### src/design/tss_pkg.sv
// constants and types shared by the tape sense status logic
package tss_pkg;

	// register byte addresses, one aligned word each
	localparam logic [7:0] TSS_OFF_DRIVE_STATUS = 8'h00;
	localparam logic [7:0] TSS_OFF_TRACK_ERROR = 8'h04;
	localparam logic [7:0] TSS_OFF_DRIVE_MODE = 8'h08;
	localparam logic [7:0] TSS_OFF_OPERATION_ERROR = 8'h0c;
	localparam logic [7:0] TSS_OFF_SUBSYSTEM_TYPE = 8'h10;
	localparam logic [7:0] TSS_OFF_DRIVE_CAPABILITY = 8'h14;
	localparam logic [7:0] TSS_OFF_READBACK_MODIFIER = 8'h18;
	localparam logic [7:0] TSS_OFF_CONTROL_CAPABILITY = 8'h1c;
	localparam logic [7:0] TSS_OFF_SENSE_CONTROL = 8'h20;

	// field positions as vector indices: sense bit 0 is the msb, index 7
	localparam int TSS_SB1_SEVEN_TRACK = 4;
	localparam int TSS_SB1_LOAD_POINT = 3;
	localparam int TSS_SB1_WRITE_STATUS = 2;
	localparam int TSS_SB1_FILE_PROTECT = 1;
	localparam int TSS_SB3_VERTICAL_PARITY = 7;
	localparam int TSS_SB3_PHASE_ENCODED = 2;
	localparam int TSS_SB3_BACKWARD = 1;
	localparam int TSS_SB4_PROCESSOR_ERROR = 7;
	localparam int TSS_SB4_REJECT_UNIT = 6;
	localparam int TSS_SB4_TAPE_INDICATE = 5;
	localparam int TSS_SB4_LAST_LOOPBACK = 2;
	localparam int TSS_SB4_UNIT_CHECK = 1;
	localparam int TSS_SB6_SEVEN_TRACK = 7;
	localparam int TSS_SB6_DUAL_DENSITY = 5;
	localparam int TSS_SB6_NOT_1600 = 4;

	// sense control register bits, write one to clear
	localparam int TSS_CTL_CLEAR_REJECT = 0;
	localparam int TSS_CTL_CLEAR_INDICATE = 1;
	localparam int TSS_CTL_CLEAR_LOOPBACK = 2;
	localparam int TSS_CTL_CLEAR_TRACK_ERROR = 3;

	// fixed and reset values
	localparam logic [7:0] TSS_SUBSYSTEM_TYPE_VALUE = 8'h40;
	localparam logic [7:0] TSS_BYTE_RESET = 8'h00;
	localparam logic [31:0] TSS_WORD_RESET = 32'h0000_0000;
	localparam logic [7:0] TSS_NRZI_PAIR = 8'h03;
	localparam logic [7:0] TSS_TIE_NORMAL = 8'h00;
	localparam logic [7:0] TSS_TIE_FIRST = 8'h80;
	localparam logic [7:0] TSS_TIE_SECOND = 8'h40;
	localparam logic [7:0] TSS_BUS_NORMAL = 8'h00;
	localparam logic [7:0] TSS_BUS_FIRST = 8'h30;
	localparam logic [7:0] TSS_BUS_SECOND = 8'h10;

	typedef enum logic [2:0] {
		TSS_CMD_NONE = 3'b000,
		TSS_CMD_READ = 3'b001,
		TSS_CMD_READ_BACK = 3'b010,
		TSS_CMD_WRITE = 3'b011,
		TSS_CMD_LOOPBACK = 3'b100,
		TSS_CMD_MOTION = 3'b101
	} tss_cmd_t;

	typedef enum logic [1:0] {
		TSS_DEN_800 = 2'b00,
		TSS_DEN_1600 = 2'b01,
		TSS_DEN_6250 = 2'b10
	} tss_density_t;

	typedef enum logic [1:0] {
		TSS_REC_NRZI9 = 2'b00,
		TSS_REC_PHASE = 2'b01,
		TSS_REC_GROUP = 2'b10,
		TSS_REC_SEVEN = 2'b11
	} tss_rec_t;

	typedef enum logic [1:0] {
		TSS_LVL_NORMAL = 2'b00,
		TSS_LVL_FIRST = 2'b01,
		TSS_LVL_SECOND = 2'b11
	} tss_level_t;

endpackage

### src/design/tss_tie_if.sv
// bundle between the sense registers and the track error builder
`timescale 1ns/100ps
`default_nettype none
interface tss_tie_if;
	import tss_pkg::*;
	logic cmd_end;
	tss_cmd_t cmd_kind;
	tss_rec_t rec_mode;
	logic data_check;
	logic read_vrc_error;
	logic clear_tie;
	logic [7:0] skew_pre;
	logic [7:0] skew_post;
	logic [7:0] ptr_valid;
	logic [7:0] ptr_persist;
	logic [7:0] ptr_at_end;
	logic [7:0] time_sensor_down;
	logic [7:0] envelope_check;
	logic [7:0] corr_run8;
	logic [7:0] nrzi_track;
	logic [7:0] tie_byte;
	logic [7:0] tu_level;
	logic [7:0] bus_level;
	modport builder (
		input cmd_end, cmd_kind, rec_mode, data_check, read_vrc_error, clear_tie,
		input skew_pre, skew_post, ptr_valid, ptr_persist, ptr_at_end,
		input time_sensor_down, envelope_check, corr_run8, nrzi_track,
		output tie_byte, tu_level, bus_level
	);
	modport sink (
		output cmd_end, cmd_kind, rec_mode, data_check, read_vrc_error, clear_tie,
		output skew_pre, skew_post, ptr_valid, ptr_persist, ptr_at_end,
		output time_sensor_down, envelope_check, corr_run8, nrzi_track,
		input tie_byte, tu_level, bus_level
	);
endinterface
`default_nettype wire

### src/design/tss_sense_status.sv
// sense status byte bank with apb register access
//
// Local design decisions: register access over APB and the register offsets.
`timescale 1ns/100ps
`default_nettype none
// Behaviour
// RULE1: drive status bit 3 shows selected drive has seven-track feature.
// RULE2: drive status bit 4 shows selected drive at beginning of tape.
// RULE3: drive status bit 5 shows write status, bit 6 write protect.
// RULE4: track error byte loads at end of read, read back, write, loopback.
// RULE5: host ignores track error byte when vertical parity flag is set.
// RULE6: group-coded mode dead track conditions per track.
// RULE7: phase-encoded mode dead track conditions per track.
// RULE8: nine-track nrzi write or loopback sets track bits 6 and 7.
// RULE9: nrzi read: single track plus data check names it, else bits 6,7.
// RULE10: seven-track reads cycle sense level normal, first, second, back.
// RULE11: drive mode bit 5 shows phase-encoded mode.
// RULE12: drive mode bit 6 shows backward motion.
// RULE13: operation error bit 0 on either processor hardware error.
// RULE14: operation error bit 1 when ready drops during tape motion.
// RULE15: operation error bit 2 when end of tape seen moving forward.
// RULE16: operation error bit 5 when last command was loopback.
// RULE17: operation error bit 6 when drive sense carries unit check.
// RULE18: subsystem type bit 0 always zero, bit 1 always one.
// RULE19: capability bit 0 for seven-track drive, never high density.
// RULE20: capability bit 2 when selected drive supports two densities.
// RULE21: capability bit 3 on at 800 or 6250 or seven-track, off at 1600.
// RULE22: capability bits 4 to 7 carry four-bit drive model code.
module tss_sense_status
	import tss_pkg::*;
(
	input wire logic pclk,
	input wire logic presetn,
	input wire logic psel,
	input wire logic penable,
	input wire logic pwrite,
	input wire logic [7:0] paddr,
	input wire logic [31:0] pwdata,
	output logic [31:0] prdata,
	output logic pready,
	output logic pslverr,
	input wire logic drive_seven_track,
	input wire logic beginning_of_tape,
	input wire logic drive_write_status,
	input wire logic drive_file_protect,
	input wire logic drive_ready,
	input wire logic end_of_tape,
	input wire logic forward_motion,
	input wire logic backward_motion,
	input wire logic motion_cmd_active,
	input wire logic drive_unit_check,
	input wire logic first_processor_error,
	input wire logic second_processor_error,
	input wire logic vertical_parity_check,
	input wire logic drive_dual_density,
	input wire tss_density_t drive_density,
	input wire logic high_density_model,
	input wire logic [3:0] drive_model,
	input wire logic cmd_end,
	input wire tss_cmd_t cmd_kind,
	input wire logic data_check,
	input wire logic read_vrc_error,
	input wire logic [7:0] skew_pre,
	input wire logic [7:0] skew_post,
	input wire logic [7:0] ptr_valid,
	input wire logic [7:0] ptr_persist,
	input wire logic [7:0] ptr_at_end,
	input wire logic [7:0] time_sensor_down,
	input wire logic [7:0] envelope_check,
	input wire logic [7:0] corr_run8,
	input wire logic [7:0] nrzi_track,
	output logic [7:0] tu_sense_level,
	output logic [7:0] bus_out_level
);
	tss_tie_if tie ();

	logic setup;
	logic commit;
	logic do_write;
	logic mapped;
	logic [3:0] clear_bits;
	logic ready_seen;
	logic reject_tape_unit;
	logic tape_indicate;
	logic last_loopback;
	logic seven_unit;
	tss_rec_t rec_mode;
	logic [7:0] drive_status_byte;
	logic [7:0] drive_mode_byte;
	logic [7:0] operation_error_byte;
	logic [7:0] drive_capability_byte;
	logic [7:0] read_byte;

	assign setup = psel && !penable;
	assign commit = psel && penable && pready;
	assign do_write = commit && pwrite && paddr == TSS_OFF_SENSE_CONTROL;
	assign clear_bits = do_write ? pwdata[3:0] : 4'h0;

	// seven-track units never come in high density models
	assign seven_unit = drive_seven_track && !high_density_model; // RULE19

	always_comb
	begin
		rec_mode = TSS_REC_NRZI9;
		if (seven_unit)
			rec_mode = TSS_REC_SEVEN;
		else if (drive_density == TSS_DEN_6250)
			rec_mode = TSS_REC_GROUP;
		else if (drive_density == TSS_DEN_1600)
			rec_mode = TSS_REC_PHASE;
	end

	assign tie.cmd_end = cmd_end;
	assign tie.cmd_kind = cmd_kind;
	assign tie.rec_mode = rec_mode;
	assign tie.data_check = data_check;
	assign tie.read_vrc_error = read_vrc_error;
	assign tie.clear_tie = clear_bits[TSS_CTL_CLEAR_TRACK_ERROR];
	assign tie.skew_pre = skew_pre;
	assign tie.skew_post = skew_post;
	assign tie.ptr_valid = ptr_valid;
	assign tie.ptr_persist = ptr_persist;
	assign tie.ptr_at_end = ptr_at_end;
	assign tie.time_sensor_down = time_sensor_down;
	assign tie.envelope_check = envelope_check;
	assign tie.corr_run8 = corr_run8;
	assign tie.nrzi_track = nrzi_track;
	assign tu_sense_level = tie.tu_level;
	assign bus_out_level = tie.bus_level;

	tss_track_error u_track_error (
		.pclk(pclk),
		.presetn(presetn),
		.tie(tie.builder)
	);

	always_comb
	begin
		drive_status_byte = TSS_BYTE_RESET;
		drive_status_byte[TSS_SB1_SEVEN_TRACK] = drive_seven_track; // RULE1
		drive_status_byte[TSS_SB1_LOAD_POINT] = beginning_of_tape; // RULE2
		drive_status_byte[TSS_SB1_WRITE_STATUS] = drive_write_status; // RULE3
		drive_status_byte[TSS_SB1_FILE_PROTECT] = drive_file_protect; // RULE3
	end

	// the parity flag is reported so the host can discard the track byte
	always_comb
	begin
		drive_mode_byte = TSS_BYTE_RESET;
		drive_mode_byte[TSS_SB3_VERTICAL_PARITY] = vertical_parity_check; // RULE5
		drive_mode_byte[TSS_SB3_PHASE_ENCODED] = rec_mode == TSS_REC_PHASE; // RULE11
		drive_mode_byte[TSS_SB3_BACKWARD] = backward_motion; // RULE12
	end

	always_comb
	begin
		operation_error_byte = TSS_BYTE_RESET;
		operation_error_byte[TSS_SB4_PROCESSOR_ERROR] = first_processor_error | second_processor_error; // RULE13
		operation_error_byte[TSS_SB4_REJECT_UNIT] = reject_tape_unit; // RULE14
		operation_error_byte[TSS_SB4_TAPE_INDICATE] = tape_indicate; // RULE15
		operation_error_byte[TSS_SB4_LAST_LOOPBACK] = last_loopback; // RULE16
		operation_error_byte[TSS_SB4_UNIT_CHECK] = drive_unit_check; // RULE17
	end

	always_comb
	begin
		drive_capability_byte = TSS_BYTE_RESET;
		drive_capability_byte[TSS_SB6_SEVEN_TRACK] = seven_unit; // RULE19
		drive_capability_byte[TSS_SB6_DUAL_DENSITY] = drive_dual_density; // RULE20
		drive_capability_byte[TSS_SB6_NOT_1600] = seven_unit || drive_density != TSS_DEN_1600; // RULE21
		drive_capability_byte[3:0] = drive_model; // RULE22
	end

	always_comb
	begin
		mapped = 1'b1;
		read_byte = TSS_BYTE_RESET;
		unique case (paddr)
			TSS_OFF_DRIVE_STATUS: read_byte = drive_status_byte;
			TSS_OFF_TRACK_ERROR: read_byte = tie.tie_byte;
			TSS_OFF_DRIVE_MODE: read_byte = drive_mode_byte;
			TSS_OFF_OPERATION_ERROR: read_byte = operation_error_byte;
			TSS_OFF_SUBSYSTEM_TYPE: read_byte = TSS_SUBSYSTEM_TYPE_VALUE; // RULE18
			TSS_OFF_DRIVE_CAPABILITY: read_byte = drive_capability_byte;
			TSS_OFF_READBACK_MODIFIER: read_byte = TSS_BYTE_RESET;
			TSS_OFF_CONTROL_CAPABILITY: read_byte = TSS_BYTE_RESET;
			TSS_OFF_SENSE_CONTROL: read_byte = TSS_BYTE_RESET;
			default: mapped = 1'b0;
		endcase
	end

	// one wait-free access phase: answer is ready the cycle after setup
	always_ff @(posedge pclk or negedge presetn)
	begin
		if (!presetn)
		begin
			pready <= 1'b0;
			pslverr <= 1'b0;
			prdata <= TSS_WORD_RESET;
		end
		else if (setup)
		begin
			pready <= 1'b1;
			pslverr <= !mapped;
			prdata <= pwrite ? TSS_WORD_RESET : {24'h00_0000, read_byte};
		end
		else if (commit)
		begin
			pready <= 1'b0;
			pslverr <= 1'b0;
			prdata <= TSS_WORD_RESET;
		end
	end

	always_ff @(posedge pclk or negedge presetn)
	begin
		if (!presetn)
			ready_seen <= 1'b0;
		else
			ready_seen <= drive_ready;
	end

	// sticky error bits: a new event in the clearing cycle wins
	always_ff @(posedge pclk or negedge presetn)
	begin
		if (!presetn)
			reject_tape_unit <= 1'b0;
		else if (ready_seen && !drive_ready && motion_cmd_active)
			reject_tape_unit <= 1'b1; // RULE14
		else if (clear_bits[TSS_CTL_CLEAR_REJECT])
			reject_tape_unit <= 1'b0;
	end

	always_ff @(posedge pclk or negedge presetn)
	begin
		if (!presetn)
			tape_indicate <= 1'b0;
		else if (end_of_tape && forward_motion)
			tape_indicate <= 1'b1; // RULE15
		else if (clear_bits[TSS_CTL_CLEAR_INDICATE])
			tape_indicate <= 1'b0;
	end

	always_ff @(posedge pclk or negedge presetn)
	begin
		if (!presetn)
			last_loopback <= 1'b0;
		else if (cmd_end && cmd_kind != TSS_CMD_NONE)
			last_loopback <= cmd_kind == TSS_CMD_LOOPBACK; // RULE16
		else if (clear_bits[TSS_CTL_CLEAR_LOOPBACK])
			last_loopback <= 1'b0;
	end
endmodule
`default_nettype wire

### src/design/tss_track_error.sv
// track in error byte builder with seven-track sense level cycle
`timescale 1ns/100ps
`default_nettype none
module tss_track_error
	import tss_pkg::*;
(
	input wire logic pclk,
	input wire logic presetn,
	tss_tie_if.builder tie
);
	logic is_read;
	logic is_write;
	logic [7:0] dead_group;
	logic [7:0] dead_phase;
	logic [7:0] nrzi_less_one;
	logic nrzi_single;
	logic [7:0] next_tie;
	tss_level_t level;
	tss_level_t next_level;

	assign is_read = (tie.cmd_kind == TSS_CMD_READ) || (tie.cmd_kind == TSS_CMD_READ_BACK);
	assign is_write = (tie.cmd_kind == TSS_CMD_WRITE) || (tie.cmd_kind == TSS_CMD_LOOPBACK);

	for (genvar t = 0; t < 8; t++)
	begin : g_track
		assign dead_group[t] = tie.skew_pre[t] | tie.ptr_at_end[t] // RULE6
			| (is_write & tie.time_sensor_down[t])
			| (is_read & tie.skew_post[t] & tie.ptr_valid[t]);
		assign dead_phase[t] = tie.time_sensor_down[t] | tie.skew_pre[t] // RULE7
			| (tie.skew_post[t] & tie.ptr_persist[t]) | tie.ptr_at_end[t]
			| (is_write & tie.envelope_check[t] & (tie.ptr_persist[t] | tie.time_sensor_down[t]))
			| (is_read & tie.corr_run8[t]);
	end

	// more than one flagged track cannot be named, so report the pair
	assign nrzi_less_one = tie.nrzi_track - 8'h01;
	assign nrzi_single = (tie.nrzi_track != 8'h00) && ((tie.nrzi_track & nrzi_less_one) == 8'h00);

	always_comb
	begin
		next_tie = TSS_TIE_NORMAL;
		unique case (tie.rec_mode)
			TSS_REC_GROUP: next_tie = dead_group; // RULE6
			TSS_REC_PHASE: next_tie = dead_phase; // RULE7
			TSS_REC_NRZI9:
			begin
				if (is_write)
					next_tie = TSS_NRZI_PAIR; // RULE8
				else if (tie.data_check && nrzi_single)
					next_tie = tie.nrzi_track; // RULE9
				else
					next_tie = TSS_NRZI_PAIR; // RULE9
			end
			TSS_REC_SEVEN:
			begin
				if (is_read && level == TSS_LVL_FIRST)
					next_tie = TSS_TIE_FIRST; // RULE10
				else if (is_read && level == TSS_LVL_SECOND)
					next_tie = TSS_TIE_SECOND; // RULE10
				else
					next_tie = TSS_TIE_NORMAL; // RULE10
			end
		endcase
	end

	always_comb
	begin
		next_level = level;
		if (tie.read_vrc_error && is_read && tie.rec_mode == TSS_REC_SEVEN)
		begin
			unique case (level)
				TSS_LVL_NORMAL: next_level = TSS_LVL_FIRST; // RULE10
				TSS_LVL_FIRST: next_level = TSS_LVL_SECOND; // RULE10
				TSS_LVL_SECOND: next_level = TSS_LVL_NORMAL; // RULE10
				default: next_level = TSS_LVL_NORMAL;
			endcase
		end
	end

	always_ff @(posedge pclk or negedge presetn)
	begin
		if (!presetn)
			level <= TSS_LVL_NORMAL;
		else
			level <= next_level;
	end

	always_ff @(posedge pclk or negedge presetn)
	begin
		if (!presetn)
		begin
			tie.tu_level <= TSS_TIE_NORMAL;
			tie.bus_level <= TSS_BUS_NORMAL;
		end
		else
		begin
			unique case (next_level)
				TSS_LVL_FIRST:
				begin
					tie.tu_level <= TSS_TIE_FIRST; // RULE10
					tie.bus_level <= TSS_BUS_FIRST;
				end
				TSS_LVL_SECOND:
				begin
					tie.tu_level <= TSS_TIE_SECOND; // RULE10
					tie.bus_level <= TSS_BUS_SECOND;
				end
				default:
				begin
					tie.tu_level <= TSS_TIE_NORMAL;
					tie.bus_level <= TSS_BUS_NORMAL;
				end
			endcase
		end
	end

	// a command end in the clearing cycle still loads the byte
	always_ff @(posedge pclk or negedge presetn)
	begin
		if (!presetn)
			tie.tie_byte <= TSS_BYTE_RESET;
		else if (tie.cmd_end && (is_read || is_write))
			tie.tie_byte <= next_tie; // RULE4
		else if (tie.clear_tie)
			tie.tie_byte <= TSS_BYTE_RESET;
	end
endmodule
`default_nettype wire

### config.mk
export PLATFORM = sky130hd
export DESIGN_NAME = tss_sense_status
export DESIGN_NICKNAME = d
export VERILOG_FILES = /design/src/design/tss_pkg.sv /design/src/design/tss_tie_if.sv /design/src/design/tss_sense_status.sv /design/src/design/tss_track_error.sv
export SDC_FILE = /design/constraint.sdc
export NUM_CORES = 1
export LEC_CHECK = 0
export ABC_AREA = 1
export BUFFER_PORTS_ARGS = -buffer_cell sky130_fd_sc_hd__buf_2
export CORE_ASPECT_RATIO = 1.1
export CORE_MARGIN = 3
export CORE_UTILIZATION = 41
export DETAILED_ROUTE_END_ITERATION = 10
export GPL_ROUTABILITY_DRIVEN = 0
export PLACE_DENSITY = 0.93
export REMOVE_ABC_BUFFERS = 1
export SYNTH_ARGS = -nofsm -noshare
export SYNTH_HDL_FRONTEND = slang
export SYNTH_SLANG_ARGS = --single-unit
### constraint.sdc
create_clock -name pclk -period 1.6 [get_ports pclk]
set_clock_uncertainty 0.05 [all_clocks]
set_input_delay 0.08 -clock pclk [delete_from_list [all_inputs] [get_ports pclk]]
set_output_delay 0.08 -clock pclk [all_outputs]
set_load 0.02 [all_outputs]
==> tab_implementation.tex, run 1 <==
\begin{tabular}{lr}
\hline
Metric & Value \\
\hline
\multicolumn{2}{l}{\textbf{Detailed routing}} \\
\quad Detailed-routing wirelength on met1 & about 2800 um \\
\quad Iteration-0 DRC Markers & 75 \\
\quad Top routing layer in use & met4 \\
\quad Routed wire per std cell & 11.7 um \\
\quad Met3 wire length & 621 um \\
\quad Iteration count of the initial detailed-routing pass & 4 \\
\quad Routed via count divided by cell count & about 5 \\
\quad WL met2 & 3790 um \\
\quad Total Wirelength & around 7300 um \\
\quad Post-detailed-route DRC marker count & 0 \\
\quad Vias & 3036 \\
\quad Post-detailed-route count of antenna-violating nets & 0 \\
\multicolumn{2}{l}{\textbf{STA}} \\
\quad Ratio of final minimum period to clock period & 0.881 \\
\quad RSZ-0062 raised after global routing & false \\
\quad Worst hold margin & approximately 0.0056 ns \\
\quad Final Max Slew Viols & 0 \\
\quad Setup violations, final & 0 \\
\quad Max-Slew Margin vs Limit & 0.649 \\
\quad Number of endpoints with negative hold slack in the final report & 0 \\
\quad Max Freq & between 0.7 and 0.8 GHz \\
\quad Final Critical Period & between 1 and 1.5 ns \\
\quad Slew at the pin closest to its max-slew limit & $\sim$0.53 ns \\
\multicolumn{2}{l}{\textbf{CTS}} \\
\quad Buffers from clock root to sink, at most & 2 \\
\quad Clock latency on the worst-skew pair & approximately 0.27 ns \\
\quad H-tree lvl count & 1 \\
\quad Clock buffer count from CTS & 3 \\
\quad Clock-pin slew of the registers on the worst-case setup and hold paths & around 0.08 ns \\
\quad Library cell used as clock root buffer & sky130\_fd\_sc\_hd\_\_clkbuf\_8 \\
\quad Clock tree from TritonCTS & built \\
\quad Clock sink count & 26 \\
\multicolumn{2}{l}{\textbf{Global route}} \\
\quad Largest net degree at the start of global routing & 27 \\
\quad Global route overflow & 0 \\
\quad Number of antenna violations at the first check in global routing & 0 \\
\quad Vias in the first global route & $\sim$2800 \\
\quad Total global-route track usage & 0.196 \\
\quad Global-route wire length before repair & 11400 um \\
\multicolumn{2}{l}{\textbf{Yosys}} \\
\quad Synthesized area & between 2000 and 3000 um2 \\
\quad EDFF count, synth & 0 \\
\quad Post-synthesis sequential area ratio & 0.259 \\
\quad Ys flop type & sky130\_fd\_sc\_hd\_\_dfrtp\_1 \\
\quad Instance count of the mapped netlist & 411 \\
\quad Register bit total from synthesis & 26 \\
\quad Largest area contributor in the synthesized netlist & sky130\_fd\_sc\_hd\_\_dfrtp\_1 \\
\quad Share of synthesized flip-flops with an asynchronous set or reset & 1.00 \\
\quad Yosys top cell area share & 0.259 \\
\quad Top area cells in the synthesized netlist & sky130\_fd\_sc\_hd\_\_dfrtp\_1 26\%, sky130\_fd\_sc\_hd\_\_nand2\_1 20\%, sky130\_fd\_sc\_hd\_\_nand3\_1 12\% \\
\quad Total of warnings raised by yosys & 0 \\
\quad Synth cell types & 26 \\
\quad Synthesized area per cell & 6.12 um2 \\
\multicolumn{2}{l}{\textbf{Status}} \\
\quad Result of the run & completed \\
\multicolumn{2}{l}{\textbf{Pwr}} \\
\quad Leakage Power & around 1.8 nW \\
\quad Combinational cell fraction of total power & 0.373 \\
\quad Peak supply drop & roughly 0.3 mV \\
\quad Net switching power of the design & between 600 and 700 uW \\
\quad Sequential Power Share & 0.412 \\
\quad Internal power contribution & 1.23 mW \\
\quad Power density cells & 592 nW/um2 \\
\quad Clock Power Share & 0.215 \\
\quad Fraction of power spent switching nets & 0.357 \\
\multicolumn{2}{l}{\textbf{Die}} \\
\quad Placement row count & 29 \\
\quad Die X & slightly above 80 um \\
\quad Floorplan die area & 7110 um2 \\
\quad Height of the die & $\sim$90 um \\
\quad Initial Util & 0.431 \\
\quad Placeable core region & between 5000 and 6000 um2 \\
\quad Top-level I/O count & roughly 190 \\
\multicolumn{2}{l}{\textbf{Job}} \\
\quad Number of max-cap violations & 0 \\
\multicolumn{2}{l}{\textbf{Critical path}} \\
\quad CP startpoint kind & input port \\
\quad Biggest fanout along the worst timing path & 5 \\
\quad Critical path data arrival time & between 1.5 and 2 ns \\
\quad Worst Path Required & around 1.7 ns \\
\quad Crit Path Class & input port to flop \\
\quad Worst Setup End Kind & flop \\
\multicolumn{2}{l}{\textbf{Layout}} \\
\quad Fraction of layout cells with a size suffix above 1 & 0.294 \\
\quad P\&R area growth vs syn & 28.5\% \\
\quad Area of all placed cells without fillers & between 3000 and 4000 um2 \\
\quad Number of diodes added for antenna fixing & 0 \\
\quad Final Net Count & approximately 700 \\
\multicolumn{2}{l}{\textbf{Placed design}} \\
\quad Port Buffers & between 100 and 150 \\
\quad Total placed instance area & about 3100 um2 \\
\quad Half-perimeter wire length of the detailed placement result & 6120 um \\
\multicolumn{2}{l}{\textbf{Min path}} \\
\quad Classification of the worst-slack hold path & input port to flop \\
\hline
\end{tabular}
-- worst paths after layout --
path	startpoint	endpoint	slack [ns]	cells past startpoint
max in group asynchronous	presetn	prdata[6]	0.87	2
worst min-delay path	end_of_tape	tape_indicate	0.006	2
worst max-delay path	penable	prdata[3]	0.19	7
min in group asynchronous	presetn	prdata[1]	0.27	2
worst max register to register	pready	u_track_error.tie.tie_byte[2]	0.25	7
worst min register to register	prdata[6]	prdata[6]	0.44	2
-- metal layers --
layer  vias up  track usage
met3        15       0.0257
met4         0       0.0645
met5         -            0
li1       1533            -
met2       143        0.385
met1      1345        0.214
-- cells in the final DEF, fill, tap and decap left out, types with 5 or more instances in the layout --
master	Yosys	routed
sky130_fd_sc_hd__a21oi_1	12	12
sky130_fd_sc_hd__nor3_1	11	11
sky130_fd_sc_hd__nor2_2	5	5
sky130_fd_sc_hd__nor2_1	39	39
sky130_fd_sc_hd__nand4_1	8	8
sky130_fd_sc_hd__buf_2	0	129
sky130_fd_sc_hd__dlygate4sd3_1	0	5
sky130_fd_sc_hd__conb_1	1	36
sky130_fd_sc_hd__nand2_1	132	132
sky130_fd_sc_hd__or2_2	10	10
sky130_fd_sc_hd__o21ai_0	19	19
sky130_fd_sc_hd__nand3_1	58	58
sky130_fd_sc_hd__inv_1	33	33
sky130_fd_sc_hd__dfrtp_1	26	26
-- logic make-up (layout without fill, tap and decap cells) --
kind of cell	Yosys count	after routing	share of synthesized area
other	1	36	0.00149
and+or+nand+nor	268	268	0.468
DFF	26	26	0.259
AOI/OAI and AO/OA	38	38	0.0870
buffers and inverters	78	180	0.185
-- critical path, cell delays in order --
cell                            delay (ns)
sky130_fd_sc_hd__dlygate4sd3_1        0.54
sky130_fd_sc_hd__buf_2                0.14
sky130_fd_sc_hd__nor2_1               0.27
sky130_fd_sc_hd__nor2_1               0.17
sky130_fd_sc_hd__buf_4                0.18
sky130_fd_sc_hd__nand2_1              0.05
sky130_fd_sc_hd__o21ai_0              0.08
-- registers in the layout, indices dropped and copies added (netlist names) --
register and count:
prdata 8, u_track_error.tie.tie_byte 8, u_track_error.tie.tu_level 2, last_loopback 1, pready 1, pslverr 1, ready_seen 1, reject_tape_unit 1
tape_indicate 1, u_track_error.level 1, u_track_error.tie.bus_level 1
-- area by class of cell --
cell class / count / area, um2
Timing Repair Buffer: 140 / 766
Clock buffer: 4 / 55.1
Fill cell: 574 / 2610
Sequential cell: 26 / 651
Inverter: 36 / 135
Tap cell: 77 / 96.3
Multi-Input combinational cell: 342 / 1530
-- synth_stat cells, types with 4 or more instances --
| cell type | count |
|---|---|
| sky130_fd_sc_hd__nor2_2 | 5 |
| sky130_fd_sc_hd__inv_1 | 33 |
| sky130_fd_sc_hd__nand3_1 | 58 |
| sky130_fd_sc_hd__nand4_1 | 8 |
| sky130_fd_sc_hd__a21oi_1 | 12 |
| sky130_fd_sc_hd__or2_2 | 10 |
| sky130_fd_sc_hd__dfrtp_1 | 26 |
| sky130_fd_sc_hd__buf_6 | 4 |
| sky130_fd_sc_hd__nor3_1 | 11 |
| sky130_fd_sc_hd__nand2_1 | 132 |
| sky130_fd_sc_hd__nor2_1 | 39 |
| sky130_fd_sc_hd__o21ai_0 | 19 |
| sky130_fd_sc_hd__buf_4 | 38 |
-- power groups by stage --
stage / combinational (mW) / sequential (mW) / clock (mW)
detailed placement: 0.709 / 0.800 / 0
CTS: 0.718 / 0.789 / 0.418
global placement: 0.687 / 0.799 / 0
global route: 0.804 / 0.799 / 0.445
finish: 0.716 / 0.789 / 0.412
floorplan: 0.340 / 0.848 / 0
-- per-stage QoR --
step / setup TNS, ns / setup slack (ns) / std cells / utilization / power, mW
after global placement: 0 / 0.115 / 616 / 0.536 / 1.49
after floorplan: -0.103 / -0.0651 / 404 / - / 1.19
after CTS: 0 / 0.211 / 624 / 0.552 / 1.92
after detailed placement: 0 / 0.0542 / 616 / 0.536 / 1.51
after global routing: 0 / 0.0635 / 625 / 0.554 / 2.05
final: 0 / 0.191 / 625 / 0.554 / 1.92
-- timing repair --
item                                   4_1_cts  5_1_grt
buffers inserted                             0        0
endpoints found under the hold margin       29        1
hold buffers                                 4        1
resized for setup                            0        0
(Power assumes the default switching activity.)
==> inputs of run 2 (changes only) <==
--- a/config.mk
+++ b/config.mk
@@ -8,10 +8,10 @@
 export ABC_AREA = 1
 export BUFFER_PORTS_ARGS = -buffer_cell sky130_fd_sc_hd__buf_2
 export CORE_ASPECT_RATIO = 1.1
-export CORE_MARGIN = 3
 export CORE_UTILIZATION = 41
 export DETAILED_ROUTE_END_ITERATION = 10
 export GPL_ROUTABILITY_DRIVEN = 0
+export GPL_TIMING_DRIVEN = 0
 export PLACE_DENSITY = 0.93
 export REMOVE_ABC_BUFFERS = 1
 export SYNTH_ARGS = -nofsm -noshare
==> run 2 against run 1 <==
Against the previous run:
- global-route usage rose by 2.8 points
- largest power group unchanged
- critical path type unchanged
- critical path depth is 2 higher
- clock power about the same
==> tab_implementation.tex, run 2 (synthesis gave the netlist of run 1 again) <==
\begin{tabular}{lr}
\hline
Metric & Value \\
\hline
\multicolumn{2}{l}{\textbf{Status}} \\
\quad Result of the run & completed \\
\multicolumn{2}{l}{\textbf{Layout}} \\
\quad P\&R area growth vs syn & 26.7\% \\
\quad Final cell count without fillers & 620 \\
\quad Regs by FF count & prdata: 8 flops, u\_track\_error.tie.tie\_byte: 8 flops, u\_track\_error.tie.tu\_level: 2 flops \\
\quad Most used cells in the layout excluding fill and tap cells & 132 x sky130\_fd\_sc\_hd\_\_nand2\_1, 129 x sky130\_fd\_sc\_hd\_\_buf\_2, 58 x sky130\_fd\_sc\_hd\_\_nand3\_1 \\
\quad Fraction of layout cells with a size suffix above 1 & 0.291 \\
\quad Final Net Count & a little under 700 \\
\quad Number of diodes added for antenna fixing & 0 \\
\quad Util after Layout & 0.546 \\
\quad Leading cell type in the layout, fill and taps excluded & sky130\_fd\_sc\_hd\_\_nand2\_1 \\
\multicolumn{2}{l}{\textbf{Job}} \\
\quad Number of max-cap violations & 0 \\
\multicolumn{2}{l}{\textbf{STA}} \\
\quad Worst hold margin & around 0.012 ns \\
\quad Setup violations, final & 0 \\
\quad Number of endpoints with negative hold slack in the final report & 0 \\
\quad RSZ-0062 raised after global routing & false \\
\quad Ratio of final minimum period to clock period & 0.883 \\
\quad Final Max Slew Viols & 0 \\
\quad Max Freq & about 0.71 GHz \\
\quad Max-Slew Margin vs Limit & 0.560 \\
\quad Slew at the pin closest to its max-slew limit & about 0.65 ns \\
\quad Final Critical Period & around 1.4 ns \\
\multicolumn{2}{l}{\textbf{CTS}} \\
\quad Clock tree from TritonCTS & built \\
\quad Clock-pin slew of the registers on the worst-case setup and hold paths & around 0.080 ns \\
\quad Clock buffer count from CTS & 3 \\
\quad Clock latency on the worst-skew pair & roughly 0.27 ns \\
\quad Library cell used as clock root buffer & sky130\_fd\_sc\_hd\_\_clkbuf\_8 \\
\quad Clock sink count & 26 \\
\quad H-tree lvl count & 1 \\
\quad Buffers from clock root to sink, at most & 2 \\
\multicolumn{2}{l}{\textbf{Detailed routing}} \\
\quad Routed via count divided by cell count & between 4 and 5 \\
\quad Iteration-0 DRC Markers & 133 \\
\quad Total Wirelength & 7260 um \\
\quad Post-detailed-route count of antenna-violating nets & 0 \\
\quad Vias & around 3000 \\
\quad Iteration count of the initial detailed-routing pass & 4 \\
\quad Post-detailed-route DRC marker count & 0 \\
\quad Routed wire per std cell & between 10 and 15 um \\
\multicolumn{2}{l}{\textbf{Global route}} \\
\quad Global-route wire length before repair & between 10000 and 15000 um \\
\quad Vias in the first global route & around 2900 \\
\quad Global route overflow & 0 \\
\quad Largest net degree at the start of global routing & 27 \\
\quad Number of antenna violations at the first check in global routing & 0 \\
\quad Total global-route track usage & 0.224 \\
\multicolumn{2}{l}{\textbf{Critical path}} \\
\quad Biggest fanout along the worst timing path & 8 \\
\quad CP cell instances & buf\_2, nor2\_1, nand2\_1, nor2\_1, nand4\_1, nor2\_2, nand2\_1, nand3\_1, nand2\_1 \\
\quad Kind of cell with the highest combined delay on the critical path & simple AND/OR/NAND/NOR gates \\
\quad Total buffers and inverters traversed by the critical path & 1 \\
\quad Worst Path Required & between 1.5 and 2 ns \\
\quad CP startpoint kind & input port \\
\quad Crit path largest cell delay & about 0.25 ns \\
\quad Critical path data arrival time & around 1.5 ns \\
\quad Worst Setup End Kind & flop \\
\quad Stages on the worst setup path & 9 \\
\quad Crit Path Class & input port to flop \\
\quad Most frequent CP cell & sky130\_fd\_sc\_hd\_\_nand2\_1 \\
\quad Slowest-stage cell, CP & sky130\_fd\_sc\_hd\_\_nor2\_2 \\
\quad FF-to-FF path depth & 7 \\
\multicolumn{2}{l}{\textbf{Pwr}} \\
\quad Leakage Power & about 1.8 nW \\
\quad Peak supply drop & about 0.34 mV \\
\quad Power density cells & 599 nW/um2 \\
\multicolumn{2}{l}{\textbf{Die}} \\
\quad Placeable core region & 5840 um2 \\
\quad Floorplan die area & 6450 um2 \\
\quad Top-level I/O count & just under 200 \\
\quad Initial Util & 0.431 \\
\quad Placement row count & 29 \\
\quad Height of the die & $\sim$84 um \\
\quad Die X & roughly 77 um \\
\multicolumn{2}{l}{\textbf{Placed design}} \\
\quad Half-perimeter wire length of the detailed placement result & just under 6000 um \\
\quad Port Buffers & 129 \\
\quad Cell Count Post-Placement & 610 \\
\multicolumn{2}{l}{\textbf{Min path}} \\
\quad Hold Crit Depth & 4 \\
\quad Classification of the worst-slack hold path & input port to flop \\
\hline
\end{tabular}
## run 2: cell count changes in the layout (fill, tap and decap cells not counted), sizes merged
cell	change
buf	-6
clkinv	-1
clkinvlp	+1
nor2	+1
## run 2: metal layers
layer / share of wire / GRT usage / vias to the layer above
met4: 0.0092 / 0.0542 / 0
met1: 0.40 / 0.254 / 1355
met5: 0 / 0 / -
met3: 0.051 / 0.0239 / 6
met2: 0.54 / 0.439 / 133
li1: - / - / 1527
## run 2: per-stage QoR
step                      setup TNS [ns]  area, um2  total power [mW]  setup WS [ns]
after floorplan                   -0.103       2320              1.19        -0.0651
after global placement             -7.48       3060              1.46         -0.661
after detailed placement           -8.51       3060              1.48         -0.803
after CTS                              0       3170              1.90          0.193
after global routing                   0       3190              2.04         0.0372
final                                  0       3190              1.91          0.187
## run 2: tightest hold or removal path: stages
cell	delay (ns)
sky130_fd_sc_hd__buf_2	0.08
sky130_fd_sc_hd__nand2_1	0.05
sky130_fd_sc_hd__nand2_1	0.05
sky130_fd_sc_hd__nand2_1	0.04
## run 2: final timing paths
| check | startpoint | end | slack, ns |
|---|---|---|---|
| min reg2reg | prdata[1] | prdata[1] | 0.43 |
| max reg2reg | pready | u_track_error.tie.tie_byte[4] | 0.19 |
| max | paddr[1] | u_track_error.tie.tie_byte[4] | 0.19 |
| max in group asynchronous | presetn | ready_seen | 0.85 |
| min in group asynchronous | presetn | u_track_error.tie.tu_level[6] | 0.28 |
| min | pwdata[0] | reject_tape_unit | 0.01 |
## run 2: power by group
part	leakage, nW	internal (mW)	switching [mW]
logic	1.42	0.256	0.448
registers	0.329	0.740	0.0506
clock network	0.0288	0.220	0.195
total	1.78	1.21	0.693
## run 2: what timing repair did
item | 4_1_cts | 5_1_grt
endpoints found under the setup margin | 12 | 3
pin swaps | 0 | 1
cloned | 0 | 1
hold endpoints to repair | 29 | 0
setup buffers | 0 | 0
hold buffers | 5 | 0
gates resized for setup | 2 | 2
## run 2: area by class of cell
type | count | area, um2
inverters | 36 | 139
clock buffers | 4 | 55.1
multi-input cells | 343 | 1550
flip-flops and latches | 26 | 651
fillers | 606 | 2660
well taps | 77 | 96.3
repair buffers | 134 | 696
==> inputs of run 3 (changes only) <==
--- a/config.mk
+++ b/config.mk
@@ -13,6 +13,7 @@
 export GPL_ROUTABILITY_DRIVEN = 0
 export GPL_TIMING_DRIVEN = 0
 export PLACE_DENSITY = 0.93
+export RECOVER_POWER = 50
 export REMOVE_ABC_BUFFERS = 1
 export SYNTH_ARGS = -nofsm -noshare
 export SYNTH_HDL_FRONTEND = slang
==> run 3 against run 2 <==
Against the previous run:
- critical path depth fell by 2
- non-clock buffer count unchanged
- first-iteration DRC count up 4.5%
- power decreased by 0.12%
- wire length rose by 0.23%
- combinational power fell by 0.6%
- clock power is essentially flat
- sequential power is essentially flat
- register-to-register slack about the same
- cell count stayed put
- critical path type unchanged
- largest power group unchanged
==> tab_implementation.tex, run 3 (synthesis gave the netlist of run 1 again) <==
\begin{tabular}{lr}
\hline
Metric & Value \\
\hline
\multicolumn{2}{l}{\textbf{STA}} \\
\quad Ratio of final minimum period to clock period & 0.891 \\
\quad Final Max Slew Viols & 0 \\
\quad Max Freq & 0.702 GHz \\
\quad Slew at the pin closest to its max-slew limit & 0.633 ns \\
\quad RSZ-0062 raised after global routing & false \\
\quad Worst hold margin & $\sim$0.012 ns \\
\quad Setup violations, final & 0 \\
\quad Max-Slew Margin vs Limit & 0.574 \\
\quad Final Critical Period & roughly 1.4 ns \\
\quad Number of endpoints with negative hold slack in the final report & 0 \\
\multicolumn{2}{l}{\textbf{Critical path}} \\
\quad Crit Path Class & input port to flop \\
\quad Reg-to-reg critical path startpoint & pready \\
\quad Reg-to-reg slack, setup & roughly 0.18 ns \\
\quad Crit. Startpoint & penable \\
\quad Biggest fanout along the worst timing path & 8 \\
\quad Worst Path Required & roughly 1.7 ns \\
\quad Worst Setup End Kind & flop \\
\quad Critical path data arrival time & about 1.5 ns \\
\quad CP startpoint kind & input port \\
\multicolumn{2}{l}{\textbf{Layout}} \\
\quad Sequential cell area & between 600 and 700 um2 \\
\quad Final cell count without fillers & a little over 600 \\
\quad Leading cell type in the layout, fill and taps excluded & sky130\_fd\_sc\_hd\_\_nand2\_1 \\
\quad Most used cells in the layout excluding fill and tap cells & 132 x sky130\_fd\_sc\_hd\_\_nand2\_1, 122 x sky130\_fd\_sc\_hd\_\_buf\_2, 58 x sky130\_fd\_sc\_hd\_\_nand3\_1 \\
\quad Final Net Count & between 600 and 700 \\
\quad Util after Layout & 0.544 \\
\quad Area of all placed cells without fillers & approximately 3200 um2 \\
\quad Filler cell count & a little over 600 \\
\quad Combined area of the multi-input logic cells & between 1500 and 2000 um2 \\
\quad Fraction of layout cells with a size suffix above 1 & 0.280 \\
\quad P\&R area growth vs syn & 26.4\% \\
\quad Regs by FF count & prdata: 8 flops, u\_track\_error.tie.tie\_byte: 8 flops, u\_track\_error.tie.tu\_level: 2 flops \\
\quad Number of diodes added for antenna fixing & 0 \\
\multicolumn{2}{l}{\textbf{Status}} \\
\quad Result of the run & completed \\
\multicolumn{2}{l}{\textbf{Placed design}} \\
\quad Port Buffers & between 100 and 150 \\
\quad Half-perimeter wire length of the detailed placement result & $\sim$5800 um \\
\quad Cell Count Post-Placement & slightly above 600 \\
\quad Total placed instance area & roughly 3000 um2 \\
\multicolumn{2}{l}{\textbf{Die}} \\
\quad Top-level I/O count & 194 \\
\quad Die X & 76.7 um \\
\quad Placement row count & 29 \\
\quad Floorplan die area & 6450 um2 \\
\quad Initial Util & 0.431 \\
\quad Placeable core region & a little under 6000 um2 \\
\quad Height of the die & $\sim$84 um \\
\multicolumn{2}{l}{\textbf{Pwr}} \\
\quad Overall Power & 1.91 mW \\
\quad Peak supply drop & about 0.34 mV \\
\quad Power density cells & roughly 600 nW/um2 \\
\quad Leakage Power & between 1.5 and 2 nW \\
\multicolumn{2}{l}{\textbf{Global route}} \\
\quad Total global-route track usage & 0.224 \\
\quad Largest net degree at the start of global routing & 27 \\
\quad Number of antenna violations at the first check in global routing & 0 \\
\quad Vias in the first global route & between 2000 and 3000 \\
\quad Global-route wire length before repair & around 12000 um \\
\quad Global route overflow & 0 \\
\multicolumn{2}{l}{\textbf{Job}} \\
\quad Number of max-cap violations & 0 \\
\multicolumn{2}{l}{\textbf{CTS}} \\
\quad Library cell used as clock root buffer & sky130\_fd\_sc\_hd\_\_clkbuf\_8 \\
\quad Clock-pin slew of the registers on the worst-case setup and hold paths & approximately 0.080 ns \\
\quad Buffers from clock root to sink, at most & 2 \\
\quad Clock latency on the worst-skew pair & between 0.2 and 0.3 ns \\
\quad Clock buffer count from CTS & 3 \\
\quad Clock sink count & 26 \\
\quad H-tree lvl count & 1 \\
\quad Clock tree from TritonCTS & built \\
\multicolumn{2}{l}{\textbf{Detailed routing}} \\
\quad Routed wire per std cell & about 12 um \\
\quad Iteration count of the initial detailed-routing pass & 4 \\
\quad Vias & a little over 3000 \\
\quad Post-detailed-route count of antenna-violating nets & 0 \\
\quad Routed via count divided by cell count & between 4 and 5 \\
\quad Post-detailed-route DRC marker count & 0 \\
\quad Total Wirelength & $\sim$7300 um \\
\quad Iteration-0 DRC Markers & approximately 140 \\
\multicolumn{2}{l}{\textbf{Min path}} \\
\quad Classification of the worst-slack hold path & input port to flop \\
\quad Worst Hold Launch & pwdata[0] \\
\hline
\end{tabular}
[run 3: changes by cell type in the layout (fill, tap and decap cells not counted)]
| cell | previous run | this run |
|---|---|---|
| sky130_fd_sc_hd__buf_2 | 129 | 122 |
| sky130_fd_sc_hd__clkbuf_1 | 0 | 6 |
| sky130_fd_sc_hd__clkbuf_2 | 0 | 1 |
[run 3: routing by layer]
metal  wire length, um  vias up  global-route usage
met5                 0        -                   0
met4                67        0              0.0542
met3               394        6              0.0239
met2              3890      130               0.439
met1              2930     1365               0.254
li1                  -     1525                   -
[run 3: path summary, 6_finish.rpt]
check,end,depth (start not counted)
min,reject_tape_unit,4
max reg2reg,u_track_error.tie.tie_byte[5],7
min reg2reg,prdata[1],2
max,u_track_error.tie.tie_byte[5],7
min in group asynchronous,prdata[7],2
max in group asynchronous,ready_seen,2
[run 3: worst max-delay path, stage by stage]
cell and delay, ns:
sky130_fd_sc_hd__dlygate4sd3_1 0.52, sky130_fd_sc_hd__clkbuf_1 0.16, sky130_fd_sc_hd__nand3_1 0.11, sky130_fd_sc_hd__nor2_2 0.25, sky130_fd_sc_hd__nand2_1 0.23, sky130_fd_sc_hd__nand3_1 0.12
sky130_fd_sc_hd__nand2_1 0.06
[run 3: layout make-up]
| class | count | share of cell area |
|---|---|---|
| Clock buffer | 4 | 0.0173 |
| Sequential cell | 26 | 0.205 |
| Timing Repair Buffer | 134 | 0.216 |
| Inverter | 36 | 0.0437 |
| Multi-Input combinational cell | 343 | 0.488 |
| Tap cell | 77 | 0.0303 |
[run 3: repair_timing]
action | 4_1_cts | 5_1_grt
hold buffers | 5 | 0
buffers inserted | 0 | 0
pin swaps | 0 | 1
gates cloned | 0 | 1
resized for setup | 2 | 2
hold endpoints to repair | 29 | 0
setup endpoints to repair | 12 | 3
[run 3: where the power goes]
part           internal [mW]  switching, mW
Clock                  0.220          0.196
Sequential             0.740         0.0507
Combinational          0.252          0.447
[run 3: stage by stage]
| stage | setup slack, ns | setup TNS (ns) |
|---|---|---|
| 2_1_floorplan | -0.0651 | -0.103 |
| 3_3_place_gp | -0.661 | -7.48 |
| 3_5_place_dp | -0.803 | -8.51 |
| 4_1_cts | 0.193 | 0 |
| 5_1_grt | 0.0372 | 0 |
| 6_report | 0.175 | 0 |
